[src/logic/bcc_pkg.sv]
// package: offsets, field positions, reset values and timing counts of the bridge control registers
package bcc_pkg;
   // ---------------------------------------------------------------
   // register byte offsets
   // ---------------------------------------------------------------
   localparam logic [7:0] OFS_CHIP_CTRL0  = 8'h40;
   localparam logic [7:0] OFS_RSVD44      = 8'h44;
   localparam logic [7:0] OFS_ARB_EN      = 8'h48;
   localparam logic [7:0] OFS_IRQ_STATUS  = 8'h50;
   localparam logic [7:0] OFS_IRQ_MASK    = 8'h54;
   localparam logic [7:0] OFS_LINK_STATUS = 8'h58;

   // ---------------------------------------------------------------
   // field positions of chip_control_zero
   // ---------------------------------------------------------------
   localparam int FC_UPD_BIT     = 15;
   localparam int RETRY_EXP_BIT  = 16;
   localparam int RETRY_LIM_LO   = 17;
   localparam int DISC_DIS_BIT   = 19;
   localparam int DISC_SHORT_BIT = 20;
   localparam int CFG_RT_LO      = 21;
   localparam int DLY_ORD_BIT    = 23;
   localparam int CPL_T_LO       = 24;
   localparam int ISO_EN_BIT     = 26;
   localparam int ISO_TC_LO      = 27;
   localparam int PS_L1_BIT      = 30;
   localparam int PS_L0S_BIT     = 31;

   // writable bits of chip_control_zero (15, 17..31); bit 16 is write-one-to-clear
   localparam logic [31:0] CC0_RW_MASK  = 32'hFFFE_8000;
   localparam logic [31:0] CC0_RESET    = 32'hC920_0000;
   localparam logic [4:0]  ARB_EN_RESET = 5'h1F;
   localparam logic [31:0] RSVD44_VALUE = 32'h0000_0000;

   // ---------------------------------------------------------------
   // retry limits, discard and timer lengths
   // ---------------------------------------------------------------
   localparam logic [31:0] RETRY_LIM_256 = 32'h0000_0100;
   localparam logic [31:0] RETRY_LIM_64K = 32'h0001_0000;
   localparam logic [31:0] RETRY_LIM_2G  = 32'h8000_0000;
   localparam logic [7:0]  DISC_SHORT_CLKS = 8'h40;
   localparam logic [2:0]  TC_ZERO        = 3'h0;

   localparam int CLK_NS         = 50;
   localparam int CFG_T0_US      = 25;
   localparam int CFG_T1_US      = 500;
   localparam int CFG_T2_US      = 5000;
   localparam int CFG_T3_US      = 25000;
   localparam int CPL_T0_US      = 50;
   localparam int CPL_T1_US      = 10000;
   localparam int CPL_T2_US      = 50000;
   localparam int CFG_T0_CYC     = CFG_T0_US * 1000 / CLK_NS;
   localparam int CFG_T1_CYC     = CFG_T1_US * 1000 / CLK_NS;
   localparam int CFG_T2_CYC     = CFG_T2_US * 1000 / CLK_NS;
   localparam int CFG_T3_CYC     = CFG_T3_US * 1000 / CLK_NS;
   localparam int CPL_T0_CYC     = CPL_T0_US * 1000 / CLK_NS;
   localparam int CPL_T1_CYC     = CPL_T1_US * 1000 / CLK_NS;
   localparam int CPL_T2_CYC     = CPL_T2_US * 1000 / CLK_NS;

   // interrupt status layout
   localparam int IRQ_RETRY_BIT  = 0;
   localparam int IRQ_CFG_BIT    = 1;
   localparam int IRQ_CPL_BIT    = 2;
   localparam int IRQ_DISC_BIT   = 3;

   localparam logic [1:0] AXI_OKAY   = 2'h0;
   localparam logic [1:0] AXI_SLVERR = 2'h2;

   typedef enum logic [2:0] {
      LP_L0  = 3'b001,
      LP_L0S = 3'b010,
      LP_L1  = 3'b100
   } bcc_lpstate_t;
endpackage

[src/logic/bcc_top.sv]
// bridge chip control registers with AXI4-Lite slave, retry, discard and timers
//
// Notes on behaviour
// RQ1: bit 15 clear sends credit update every two freed credits, set every one.
// RQ2: bit 16 set by hardware on retry expiry, cleared by writing one.
// RQ3: bits 18:17 pick retry limit: none, 256, 64K or 2G retries.
// RQ4: bit 19 set disables discard timer; clear enables it with bridge control bits.
// RQ5: bit 20 set gives 64-clock discard expiry, else bridge control bit 25.
// RQ6: bits 22:21 pick config retry timer 25us, 0.5ms, 5ms, 25ms; reset 01.
// RQ7: bit 23 set forbids out-of-order completion among delayed transactions.
// RQ8: bits 25:24 pick completion timer 50us, 10ms, 50ms or off; reset 01.
// RQ9: bit 26 clear maps forwarded memory traffic to TC0, set uses bits 29:27.
// RQ10: bits 29:27 hold isochronous traffic class, reset 001, used when enabled.
// RQ11: bit 30 set gates internal clocks while link is in L1 or L1s; the code gates them in L1 only.
// RQ12: bit 31 set enables power saving in L0s; resets to one.
// RQ13: register at 44h reads as all zeros.
// RQ14: bits 4:0 at 48h enable arbitration per requester; reset to ones.
// RQ15: bits 8:5 at 48h read as zero.
// RQ16: writes to reserved read-only bits change nothing.
// RQ17: at retry limit, retrying stops and expiry flag sets same cycle.
//
// Decided for this implementation: register access over AXI4-Lite.
`timescale 1ns/10ps
`default_nettype none
module bcc_top
   import bcc_pkg::*;
#(
   parameter int CFG_T0_P = CFG_T0_CYC,
   parameter int CFG_T1_P = CFG_T1_CYC,
   parameter int CFG_T2_P = CFG_T2_CYC,
   parameter int CFG_T3_P = CFG_T3_CYC,
   parameter int CPL_T0_P = CPL_T0_CYC,
   parameter int CPL_T1_P = CPL_T1_CYC,
   parameter int CPL_T2_P = CPL_T2_CYC
) (
   // clock and reset
   input  wire logic        CLK_SYS,
   input  wire logic        RESETN,
   // axi4-lite write address
   input  wire logic [7:0]  S_AXI_AWADDR,
   input  wire logic        S_AXI_AWVALID,
   output logic             S_AXI_AWREADY,
   // axi4-lite write data
   input  wire logic [31:0] S_AXI_WDATA,
   input  wire logic [3:0]  S_AXI_WSTRB,
   input  wire logic        S_AXI_WVALID,
   output logic             S_AXI_WREADY,
   // axi4-lite write response
   output logic [1:0]       S_AXI_BRESP,
   output logic             S_AXI_BVALID,
   input  wire logic        S_AXI_BREADY,
   // axi4-lite read
   input  wire logic [7:0]  S_AXI_ARADDR,
   input  wire logic        S_AXI_ARVALID,
   output logic             S_AXI_ARREADY,
   output logic [31:0]      S_AXI_RDATA,
   output logic [1:0]       S_AXI_RRESP,
   output logic             S_AXI_RVALID,
   input  wire logic        S_AXI_RREADY,
   // bridge core events and state
   input  wire logic        CREDIT_FREED,
   input  wire logic        RETRY_SEEN,
   input  wire logic        RETRY_DONE,
   input  wire logic        DISC_START,
   input  wire logic        DISC_STOP,
   input  wire logic        BRG_DISC_EN,
   input  wire logic        BRG_DISC_LONG,
   input  wire logic        CFG_START,
   input  wire logic        CFG_STOP,
   input  wire logic        CPL_START,
   input  wire logic        CPL_STOP,
   input  wire logic [2:0]  LINK_PSTATE,
   // controls to the bridge core
   output logic             FC_UPDATE,
   output logic             RETRY_ABORT,
   output logic             DISC_EXPIRED,
   output logic             CFG_EXPIRED,
   output logic             CPL_EXPIRED,
   output logic             STRICT_ORDER,
   output logic [2:0]       MEM_TC,
   output logic             CLK_GATE,
   output logic             L0S_SAVE,
   output logic [4:0]       ARB_ENABLE,
   output logic             IRQ
);
   // ---------------------------------------------------------------
   // register storage
   // ---------------------------------------------------------------
   logic [31:0] cc0_reg;
   logic [4:0]  arb_reg;
   logic [3:0]  irq_stat_reg;
   logic [3:0]  irq_mask_reg;
   logic        aw_got_reg, w_got_reg;
   logic [7:0]  aw_addr_reg;
   logic [31:0] w_data_reg;
   logic [3:0]  w_strb_reg;
   logic        wr_fire;
   logic        retry_exp_set;
   logic [3:0]  irq_events;

   // ---------------------------------------------------------------
   // write channel: address and data taken in either order
   // ---------------------------------------------------------------
   assign wr_fire = aw_got_reg && w_got_reg && !S_AXI_BVALID;

   always_ff @(posedge CLK_SYS or negedge RESETN) begin
      if (!RESETN) begin
         aw_got_reg    <= 1'b0;
         aw_addr_reg   <= 8'h00;
         S_AXI_AWREADY <= 1'b0;
      end else begin
         S_AXI_AWREADY <= !aw_got_reg && !S_AXI_AWREADY && S_AXI_AWVALID;
         if (S_AXI_AWVALID && S_AXI_AWREADY) begin
            aw_got_reg  <= 1'b1;
            aw_addr_reg <= S_AXI_AWADDR;
         end else if (wr_fire) begin
            aw_got_reg <= 1'b0;
         end
      end
   end

   always_ff @(posedge CLK_SYS or negedge RESETN) begin
      if (!RESETN) begin
         w_got_reg    <= 1'b0;
         w_data_reg   <= 32'h0000_0000;
         w_strb_reg   <= 4'h0;
         S_AXI_WREADY <= 1'b0;
      end else begin
         S_AXI_WREADY <= !w_got_reg && !S_AXI_WREADY && S_AXI_WVALID;
         if (S_AXI_WVALID && S_AXI_WREADY) begin
            w_got_reg  <= 1'b1;
            w_data_reg <= S_AXI_WDATA;
            w_strb_reg <= S_AXI_WSTRB;
         end else if (wr_fire) begin
            w_got_reg <= 1'b0;
         end
      end
   end

   always_ff @(posedge CLK_SYS or negedge RESETN) begin
      if (!RESETN) begin
         S_AXI_BVALID <= 1'b0;
         S_AXI_BRESP  <= AXI_OKAY;
      end else if (wr_fire) begin
         S_AXI_BVALID <= 1'b1;
         case (aw_addr_reg[7:2])
            OFS_CHIP_CTRL0[7:2], OFS_RSVD44[7:2], OFS_ARB_EN[7:2],
            OFS_IRQ_STATUS[7:2], OFS_IRQ_MASK[7:2], OFS_LINK_STATUS[7:2]:
               S_AXI_BRESP <= AXI_OKAY;
            default:
               S_AXI_BRESP <= AXI_SLVERR;
         endcase
      end else if (S_AXI_BREADY) begin
         S_AXI_BVALID <= 1'b0;
      end
   end

   // byte-lane mask from strobes
   logic [31:0] wmask;
   always_comb begin
      for (int i = 0; i < 4; i++) begin
         wmask[8*i +: 8] = {8{w_strb_reg[i]}};
      end
   end

   logic wr_cc0, wr_arb, wr_stat, wr_mask;
   assign wr_cc0  = wr_fire && (aw_addr_reg[7:2] == OFS_CHIP_CTRL0[7:2]);
   assign wr_arb  = wr_fire && (aw_addr_reg[7:2] == OFS_ARB_EN[7:2]);
   assign wr_stat = wr_fire && (aw_addr_reg[7:2] == OFS_IRQ_STATUS[7:2]);
   assign wr_mask = wr_fire && (aw_addr_reg[7:2] == OFS_IRQ_MASK[7:2]);

   // ---------------------------------------------------------------
   // chip_control_zero
   // ---------------------------------------------------------------
   logic [31:0] cc0_wen;
   assign cc0_wen = wmask & CC0_RW_MASK; // [RQ16]

   always_ff @(posedge CLK_SYS or negedge RESETN) begin
      if (!RESETN) begin
         cc0_reg <= CC0_RESET; // [RQ6] [RQ8] [RQ10] [RQ11] [RQ12]
      end else begin
         if (wr_cc0) begin
            cc0_reg <= (cc0_reg & ~cc0_wen) | (w_data_reg & cc0_wen);
         end
         // set wins over a one written in the same cycle
         if (retry_exp_set) begin
            cc0_reg[RETRY_EXP_BIT] <= 1'b1; // [RQ2] [RQ17]
         end else if (wr_cc0 && w_strb_reg[2] && w_data_reg[RETRY_EXP_BIT]) begin
            cc0_reg[RETRY_EXP_BIT] <= 1'b0; // [RQ2]
         end
      end
   end

   // only the five enables are stored; bits 8:5 stay zero
   always_ff @(posedge CLK_SYS or negedge RESETN) begin
      if (!RESETN) begin
         arb_reg <= ARB_EN_RESET; // [RQ14]
      end else if (wr_arb && w_strb_reg[0]) begin
         arb_reg <= w_data_reg[4:0]; // [RQ14] [RQ15]
      end
   end

   // ---------------------------------------------------------------
   // flow-control update pacing
   // ---------------------------------------------------------------
   logic credit_odd_reg;
   always_ff @(posedge CLK_SYS or negedge RESETN) begin
      if (!RESETN) begin
         credit_odd_reg <= 1'b0;
         FC_UPDATE      <= 1'b0;
      end else begin
         FC_UPDATE <= 1'b0;
         if (CREDIT_FREED) begin
            if (cc0_reg[FC_UPD_BIT] || credit_odd_reg) begin
               FC_UPDATE      <= 1'b1; // [RQ1]
               credit_odd_reg <= 1'b0;
            end else begin
               credit_odd_reg <= 1'b1; // [RQ1]
            end
         end
      end
   end

   // ---------------------------------------------------------------
   // retry counter
   // ---------------------------------------------------------------
   logic [31:0] retry_cnt_reg;
   logic [31:0] retry_limit;
   logic [1:0]  retry_sel;
   assign retry_sel = cc0_reg[RETRY_LIM_LO +: 2];
   always_comb begin
      unique case (retry_sel)
         2'h0: retry_limit = 32'h0000_0000;
         2'h1: retry_limit = RETRY_LIM_256;
         2'h2: retry_limit = RETRY_LIM_64K;
         2'h3: retry_limit = RETRY_LIM_2G;
      endcase
   end
   // the retry that reaches the limit is the one refused
   assign retry_exp_set = RETRY_SEEN && (retry_sel != 2'h0)
                          && ((retry_cnt_reg + 32'h1) >= retry_limit); // [RQ3] [RQ17]

   always_ff @(posedge CLK_SYS or negedge RESETN) begin
      if (!RESETN) begin
         retry_cnt_reg <= 32'h0000_0000;
         RETRY_ABORT   <= 1'b0;
      end else begin
         RETRY_ABORT <= retry_exp_set; // [RQ17]
         if (RETRY_DONE || retry_exp_set) begin
            retry_cnt_reg <= 32'h0000_0000;
         end else if (RETRY_SEEN && retry_cnt_reg != 32'hFFFF_FFFF) begin
            retry_cnt_reg <= retry_cnt_reg + 32'h1;
         end
      end
   end

   // ---------------------------------------------------------------
   // discard timer, in core clocks
   // ---------------------------------------------------------------
   logic [15:0] disc_cnt_reg;
   logic        disc_run_reg;
   logic [15:0] disc_len;
   logic        disc_on;
   assign disc_on  = BRG_DISC_EN && !cc0_reg[DISC_DIS_BIT]; // [RQ4]
   // long/short choice from the bridge control register (2^15 or 2^10 clocks)
   assign disc_len = cc0_reg[DISC_SHORT_BIT] ? {8'h00, DISC_SHORT_CLKS}
                   : (BRG_DISC_LONG ? 16'h8000 : 16'h0400); // [RQ5]
   always_ff @(posedge CLK_SYS or negedge RESETN) begin
      if (!RESETN) begin
         disc_cnt_reg <= 16'h0000;
         disc_run_reg <= 1'b0;
         DISC_EXPIRED <= 1'b0;
      end else begin
         DISC_EXPIRED <= 1'b0;
         if (DISC_STOP || !disc_on) begin
            disc_run_reg <= 1'b0;
         end else if (DISC_START) begin
            disc_run_reg <= 1'b1;
            disc_cnt_reg <= 16'h0001;
         end else if (disc_run_reg) begin
            if (disc_cnt_reg >= disc_len) begin
               DISC_EXPIRED <= 1'b1; // [RQ4] [RQ5]
               disc_run_reg <= 1'b0;
            end else begin
               disc_cnt_reg <= disc_cnt_reg + 16'h1;
            end
         end
      end
   end

   // ---------------------------------------------------------------
   // configuration retry and completion timers
   // ---------------------------------------------------------------
   logic [20:0] cfg_cnt_reg, cpl_cnt_reg, cfg_len, cpl_len;
   logic        cfg_run_reg, cpl_run_reg;
   always_comb begin
      unique case (cc0_reg[CFG_RT_LO +: 2])
         2'h0: cfg_len = 21'(CFG_T0_P); // [RQ6]
         2'h1: cfg_len = 21'(CFG_T1_P);
         2'h2: cfg_len = 21'(CFG_T2_P);
         2'h3: cfg_len = 21'(CFG_T3_P);
      endcase
      unique case (cc0_reg[CPL_T_LO +: 2])
         2'h0: cpl_len = 21'(CPL_T0_P); // [RQ8]
         2'h1: cpl_len = 21'(CPL_T1_P);
         2'h2: cpl_len = 21'(CPL_T2_P);
         2'h3: cpl_len = 21'h1F_FFFF;
      endcase
   end
   always_ff @(posedge CLK_SYS or negedge RESETN) begin
      if (!RESETN) begin
         cfg_cnt_reg <= 21'h0;
         cfg_run_reg <= 1'b0;
         CFG_EXPIRED <= 1'b0;
      end else begin
         CFG_EXPIRED <= 1'b0;
         if (CFG_STOP) begin
            cfg_run_reg <= 1'b0;
         end else if (CFG_START) begin
            cfg_run_reg <= 1'b1;
            cfg_cnt_reg <= 21'h1;
         end else if (cfg_run_reg) begin
            if (cfg_cnt_reg >= cfg_len) begin
               CFG_EXPIRED <= 1'b1; // [RQ6]
               cfg_run_reg <= 1'b0;
            end else begin
               cfg_cnt_reg <= cfg_cnt_reg + 21'h1;
            end
         end
      end
   end

   always_ff @(posedge CLK_SYS or negedge RESETN) begin
      if (!RESETN) begin
         cpl_cnt_reg <= 21'h0;
         cpl_run_reg <= 1'b0;
         CPL_EXPIRED <= 1'b0;
      end else begin
         CPL_EXPIRED <= 1'b0;
         if (CPL_STOP || cc0_reg[CPL_T_LO +: 2] == 2'h3) begin
            cpl_run_reg <= 1'b0; // [RQ8]
         end else if (CPL_START) begin
            cpl_run_reg <= 1'b1;
            cpl_cnt_reg <= 21'h1;
         end else if (cpl_run_reg) begin
            if (cpl_cnt_reg >= cpl_len) begin
               CPL_EXPIRED <= 1'b1; // [RQ8]
               cpl_run_reg <= 1'b0;
            end else begin
               cpl_cnt_reg <= cpl_cnt_reg + 21'h1;
            end
         end
      end
   end

   // ---------------------------------------------------------------
   // static controls to the core
   // ---------------------------------------------------------------
   bcc_lpstate_t lp;
   assign lp = bcc_lpstate_t'(LINK_PSTATE);
   always_ff @(posedge CLK_SYS or negedge RESETN) begin
      if (!RESETN) begin
         STRICT_ORDER <= 1'b0;
         MEM_TC       <= TC_ZERO;
         CLK_GATE     <= 1'b0;
         L0S_SAVE     <= 1'b0;
         ARB_ENABLE   <= ARB_EN_RESET;
      end else begin
         STRICT_ORDER <= cc0_reg[DLY_ORD_BIT]; // [RQ7]
         MEM_TC       <= cc0_reg[ISO_EN_BIT] ? cc0_reg[ISO_TC_LO +: 3] : TC_ZERO; // [RQ9] [RQ10]
         CLK_GATE     <= cc0_reg[PS_L1_BIT] && (lp == LP_L1); // [RQ11]
         L0S_SAVE     <= cc0_reg[PS_L0S_BIT] && (lp == LP_L0S); // [RQ12]
         ARB_ENABLE   <= arb_reg; // [RQ14]
      end
   end

   // ---------------------------------------------------------------
   // interrupts
   // ---------------------------------------------------------------
   assign irq_events = {DISC_EXPIRED, CPL_EXPIRED, CFG_EXPIRED, retry_exp_set};
   always_ff @(posedge CLK_SYS or negedge RESETN) begin
      if (!RESETN) begin
         irq_stat_reg <= 4'h0;
         irq_mask_reg <= 4'h0;
         IRQ          <= 1'b0;
      end else begin
         irq_stat_reg <= (irq_stat_reg
                          & ~((wr_stat && w_strb_reg[0]) ? w_data_reg[3:0] : 4'h0))
                         | irq_events;
         if (wr_mask && w_strb_reg[0]) begin
            irq_mask_reg <= w_data_reg[3:0];
         end
         IRQ <= |(irq_stat_reg & irq_mask_reg);
      end
   end

   // ---------------------------------------------------------------
   // read channel
   // ---------------------------------------------------------------
   logic [31:0] rd_word;
   logic        rd_ok;
   always_comb begin
      rd_word = 32'h0000_0000;
      rd_ok   = 1'b1;
      case (S_AXI_ARADDR[7:2])
         OFS_CHIP_CTRL0[7:2]:  rd_word = cc0_reg & (CC0_RW_MASK | 32'h0001_0000);
         OFS_RSVD44[7:2]:      rd_word = RSVD44_VALUE; // [RQ13]
         OFS_ARB_EN[7:2]:      rd_word = {27'h0, arb_reg}; // [RQ15]
         OFS_IRQ_STATUS[7:2]:  rd_word = {28'h0, irq_stat_reg};
         OFS_IRQ_MASK[7:2]:    rd_word = {28'h0, irq_mask_reg};
         OFS_LINK_STATUS[7:2]: rd_word = {24'h0, disc_run_reg, cpl_run_reg, cfg_run_reg,
                                          credit_odd_reg, 1'b0, LINK_PSTATE};
         default:              rd_ok   = 1'b0;
      endcase
   end

   always_ff @(posedge CLK_SYS or negedge RESETN) begin
      if (!RESETN) begin
         S_AXI_ARREADY <= 1'b0;
         S_AXI_RVALID  <= 1'b0;
         S_AXI_RDATA   <= 32'h0000_0000;
         S_AXI_RRESP   <= AXI_OKAY;
      end else begin
         S_AXI_ARREADY <= S_AXI_ARVALID && !S_AXI_ARREADY && !S_AXI_RVALID;
         if (S_AXI_ARVALID && S_AXI_ARREADY) begin
            S_AXI_RVALID <= 1'b1;
            S_AXI_RDATA  <= rd_word;
            S_AXI_RRESP  <= rd_ok ? AXI_OKAY : AXI_SLVERR;
         end else if (S_AXI_RREADY) begin
            S_AXI_RVALID <= 1'b0;
         end
      end
   end
endmodule
`default_nettype wire

[config.mk]
export PLATFORM = sky130hd
export DESIGN_NAME = bcc_top
export DESIGN_NICKNAME = d
export VERILOG_FILES = /design/src/logic/bcc_pkg.sv /design/src/logic/bcc_top.sv
export SDC_FILE = /design/constraint.sdc
export NUM_CORES = 1
export LEC_CHECK = 0
export ABC_CLOCK_PERIOD_IN_PS = 4150
export BUFFER_PORTS_ARGS = -buffer_cell sky130_fd_sc_hd__buf_2
export CAP_MARGIN = 20
export CORE_MARGIN = 5
export CORE_UTILIZATION = 50
export CTS_CLUSTER_SIZE = 8
export DETAILED_ROUTE_END_ITERATION = 8
export PLACE_DENSITY = 0.74
export SYNTH_ARGS = -nofsm -noshare
export SYNTH_HDL_FRONTEND = slang
export SYNTH_SLANG_ARGS = --single-unit
[constraint.sdc]
create_clock -name CLK_SYS -period 4.15 [get_ports CLK_SYS]
set_clock_uncertainty 0.05 [all_clocks]
set_input_delay 0.83 -clock CLK_SYS [delete_from_list [all_inputs] [get_ports CLK_SYS]]
set_output_delay 0.83 -clock CLK_SYS [all_outputs]
set_load 0.1 [all_outputs]
==> flow_summary.json <==
{
  "path_clk_slew_ns": 0.06,
  "fin_nets": 1273,
  "htree_levels": 1,
  "total_power_uw": 5766,
  "path_class": "reg -> reg",
  "routed.top_layer": "met5",
  "largest_register_ffs": 32,
  "fp.dieArea_um2": 24750,
  "drv_slew": 0,
  "cp_max_fo": 10,
  "wl_met1_mm": 11.00,
  "worst_pin_slew_ns": 1.035,
  "syn_avg_cell_area_um2": 10.59,
  "peakVddDrop_mv": 0.3683,
  "gp_congestion": 0.8844,
  "outcome": "complete, no violations",
  "worst_hold_slack_ns": 0.2487,
  "start_util": 0.5019,
  "r2r-end": "cpl_cnt_reg[9]$_DFFE_PN0P_",
  "required_ns": 4.56,
  "post-route-util": 0.5802,
  "syn_to_final_growth_pct": 15.60,
  "postCtsSetupRepairBufs": 0,
  "cts_resized": 0,
  "drive_above_1_share": 0.2298,
  "postPlaceCellArea_um2": 11710,
  "grt_use_total": 0.1993,
  "io_buffers": 107,
  "reg2reg_slack_ns": 0.40,
  "p_per_area_nw_per_um2": 459.6,
  "fin_setup_tns_ns": 0,
  "clock.fmax_mhz": 266.5,
  "cts.sinks": 207,
  "die_w_um": 157.3,
  "clk_latency_ns": 0.54,
  "holdCritPathClass": "in -> async",
  "wl_mm": 24.47,
  "grt_pass1_vias": 8173,
  "ctsHoldBuffers": 0,
  "post-dp-hpwl_mm": 17.19,
  "r2r_cells": 12,
  "leakagePower_uw": 0.005814,
  "hold_viol_final": 0,
  "route.met3.wl_mm": 1.107,
  "rsz0062_at_grt": "no",
  "boundaryPins": 131,
  "detail_route.iter0.violations": 505,
  "grt-ovfl-total": 0,
  "chipHeight_um": 157.3,
  "start_kind": "flop",
  "yosys_register_bits": 207,
  "drt_pass1_iterations": 6,
  "finalInstanceArea_um2": 12540,
  "grt_max_degree": 97,
  "wl_met2_mm": 11.69,
  "grt_pass1_wl_mm": 40.68,
  "slew-limit-headroom": 0.3033,
  "cts_buffers": 29,
  "min_period_over_period": 0.9042,
  "diodes": 0,
  "fillers": 1861,
  "ant_nets": 0,
  "synthCells": 1025,
  "ys_async_sr_fraction": 1.000,
  "endpoint": "cpl_cnt_reg[9]$_DFFE_PN0P_",
  "coreArea_um2": 21620,
  "post-route-min-period_ns": 3.753,
  "routedWlPerCell_um": 16.92,
  "drc": 0,
  "yosysWarnings": 0,
  "crit_arrival_ns": 4.16,
  "via_count": 8103,
  "antenna_found_initial": 1,
  "ys_types": 69,
  "synth_edf_count": 0,
  "rows": 54,
  "netlist_area_um2": 10850,
  "clock-root-buffer": "clkbuf_16",
  "synth_ff_type": "dfrtp_1",
  "ys_seq_area_frac": 0.4791,
  "end_kind": "flop",
  "cts_tree": "built",
  "setup_viol_count_final": 0,
  "via_per_inst": 5.604,
  "clk_path_buf_depth": 3,
  "cap_violations": 0
}
## where the power goes
part           switching (uW)  internal [uW]
clock                     851           1310
sequential                218           2320
combinational             678            388
## cell usage after synthesis, types with 5 or more instances
cell | instances | area [um2]
and2_1 | 6 | 37.54
dfstp_2 | 15 | 394.1
nand3_1 | 46 | 230.2
nand2_1 | 76 | 285.3
nand3b_1 | 5 | 37.54
a21o_1 | 8 | 60.06
nor3_1 | 42 | 210.2
and3_1 | 14 | 87.58
nor3_2 | 19 | 190.2
a21oi_1 | 21 | 105.1
nand2b_1 | 7 | 43.79
ha_1 | 56 | 700.7
or3_1 | 17 | 106.4
nor3b_1 | 6 | 45.04
xor2_1 | 27 | 236.5
o21a_1 | 8 | 60.06
nor2b_1 | 7 | 43.79
and4_1 | 6 | 52.55
o21ai_0 | 34 | 170.2
mux2i_1 | 11 | 110.1
mux2_2 | 59 | 664.4
nor4_1 | 21 | 131.4
o22ai_1 | 5 | 31.28
nor2_1 | 73 | 274.0
a22o_1 | 21 | 183.9
dfrtp_1 | 192 | 4805
clkbuf_1 | 31 | 116.4
nand4_1 | 21 | 131.4
a31oi_1 | 6 | 37.54
inv_1 | 37 | 138.9
buf_4 | 9 | 67.56
xnor2_1 | 47 | 411.6
a211oi_1 | 5 | 37.54
or4_1 | 7 | 52.55
## worst min path at each step
stage / from / endpoint / slack (ns) / cells after the start
global route: RESETN / cfg_cnt_reg[6]$_DFFE_PN0P_ / 0.31 / 1
global placement: arb_reg[4]$_DFFE_PN1P_ / ARB_ENABLE[4]$_DFF_PN1_ / 0.32 / 0
CTS: RESETN / async pin / 0.30 / 1
finish: RESETN / cfg_cnt_reg[3]$_DFFE_PN0P_ / 0.25 / 1
detailed placement: arb_reg[0]$_DFFE_PN1P_ / ARB_ENABLE[0]$_DFF_PN1_ / 0.32 / 0
floorplan: arb_reg[3]$_DFFE_PN1P_ / ARB_ENABLE[3]$_DFF_PN1_ / 0.30 / 0
## final cells by class
type | count | area, um2 | area share
Clock inverter | 1 | 20.02 | 0.001596
Sequential cell | 207 | 5199 | 0.4144
Clock buffer | 52 | 812.0 | 0.06473
Tap cell | 280 | 350.3 | 0.02793
Multi-Input combinational cell | 744 | 5331 | 0.4250
Inverter | 37 | 138.9 | 0.01107
Timing Repair Buffer | 125 | 693.2 | 0.05526
## cells by family (layout without fill, tap and decap cells)
kind of cell	count (synthesis)	in the layout	synth area share
multiplexers	71	71	0.07275
adder cells (fa/ha/maj)	56	56	0.06457
XOR/XNOR	74	74	0.05973
other	1	9	0.0003456
buffers and inverters	82	215	0.03355
AO/OA/AOI/OAI	140	140	0.09005
flip-flops	207	207	0.4791
AND/OR/NAND/NOR	394	394	0.1999
## worst max-delay path: stages (launching register included)
cell and delay, ns:
dfstp_2 0.59, inv_1 0.08, ha_1 0.24, o21bai_1 0.19, ha_1 0.30, a21o_1 0.16
a21o_1 0.17, a21oi_1 0.14, nor2_1 0.07, or4_1 0.65, or4_1 0.57, or3_1 0.31
a21oi_1 0.14
## metrics by stage
step | cells | setup WS [ns]
floorplan | 1033 | 0.6365
global placement | 1393 | 0.4360
detailed placement | 1393 | 0.4018
CTS | 1446 | 0.3910
global route | 1446 | 0.1580
finish | 1446 | 0.3975
## layout by cell type (no fill, tap or decap), types with 5 or more instances in the layout
cell	netlist	final
o21ai_0	34	34
nand3_1	46	46
mux2_2	59	59
buf_2	0	106
nor2b_1	7	7
a21oi_1	21	21
buf_4	9	17
a22o_1	21	21
nor4_1	21	20
xnor2_1	47	47
a21o_1	8	8
nor3b_1	6	6
nor3_1	42	42
conb_1	1	9
ha_1	56	56
or4_1	7	7
dfstp_2	15	15
and3_1	14	14
nand4_1	21	21
o22ai_1	5	5
nand2_1	76	76
and4_1	6	6
o21a_1	8	8
mux2i_1	11	11
xor2_1	27	27
dfrtp_1	192	192
inv_1	37	37
a31oi_1	6	6
or3_1	17	17
and2_1	6	6
a211oi_1	5	5
nor3_2	19	19
nor2_1	73	73
clkbuf_16	0	29
nand2b_1	7	7
clkbuf_1	31	23
nand3b_1	5	5
## layer usage
layer / track usage / vias to the layer above
li1: - / 3925
met1: 0.2742 / 3956
met2: 0.3232 / 171
met3: 0.03574 / 49
met4: 0.06268 / 2
met5: 0 / -
Note: power is estimated with default switching activity, not from simulation.
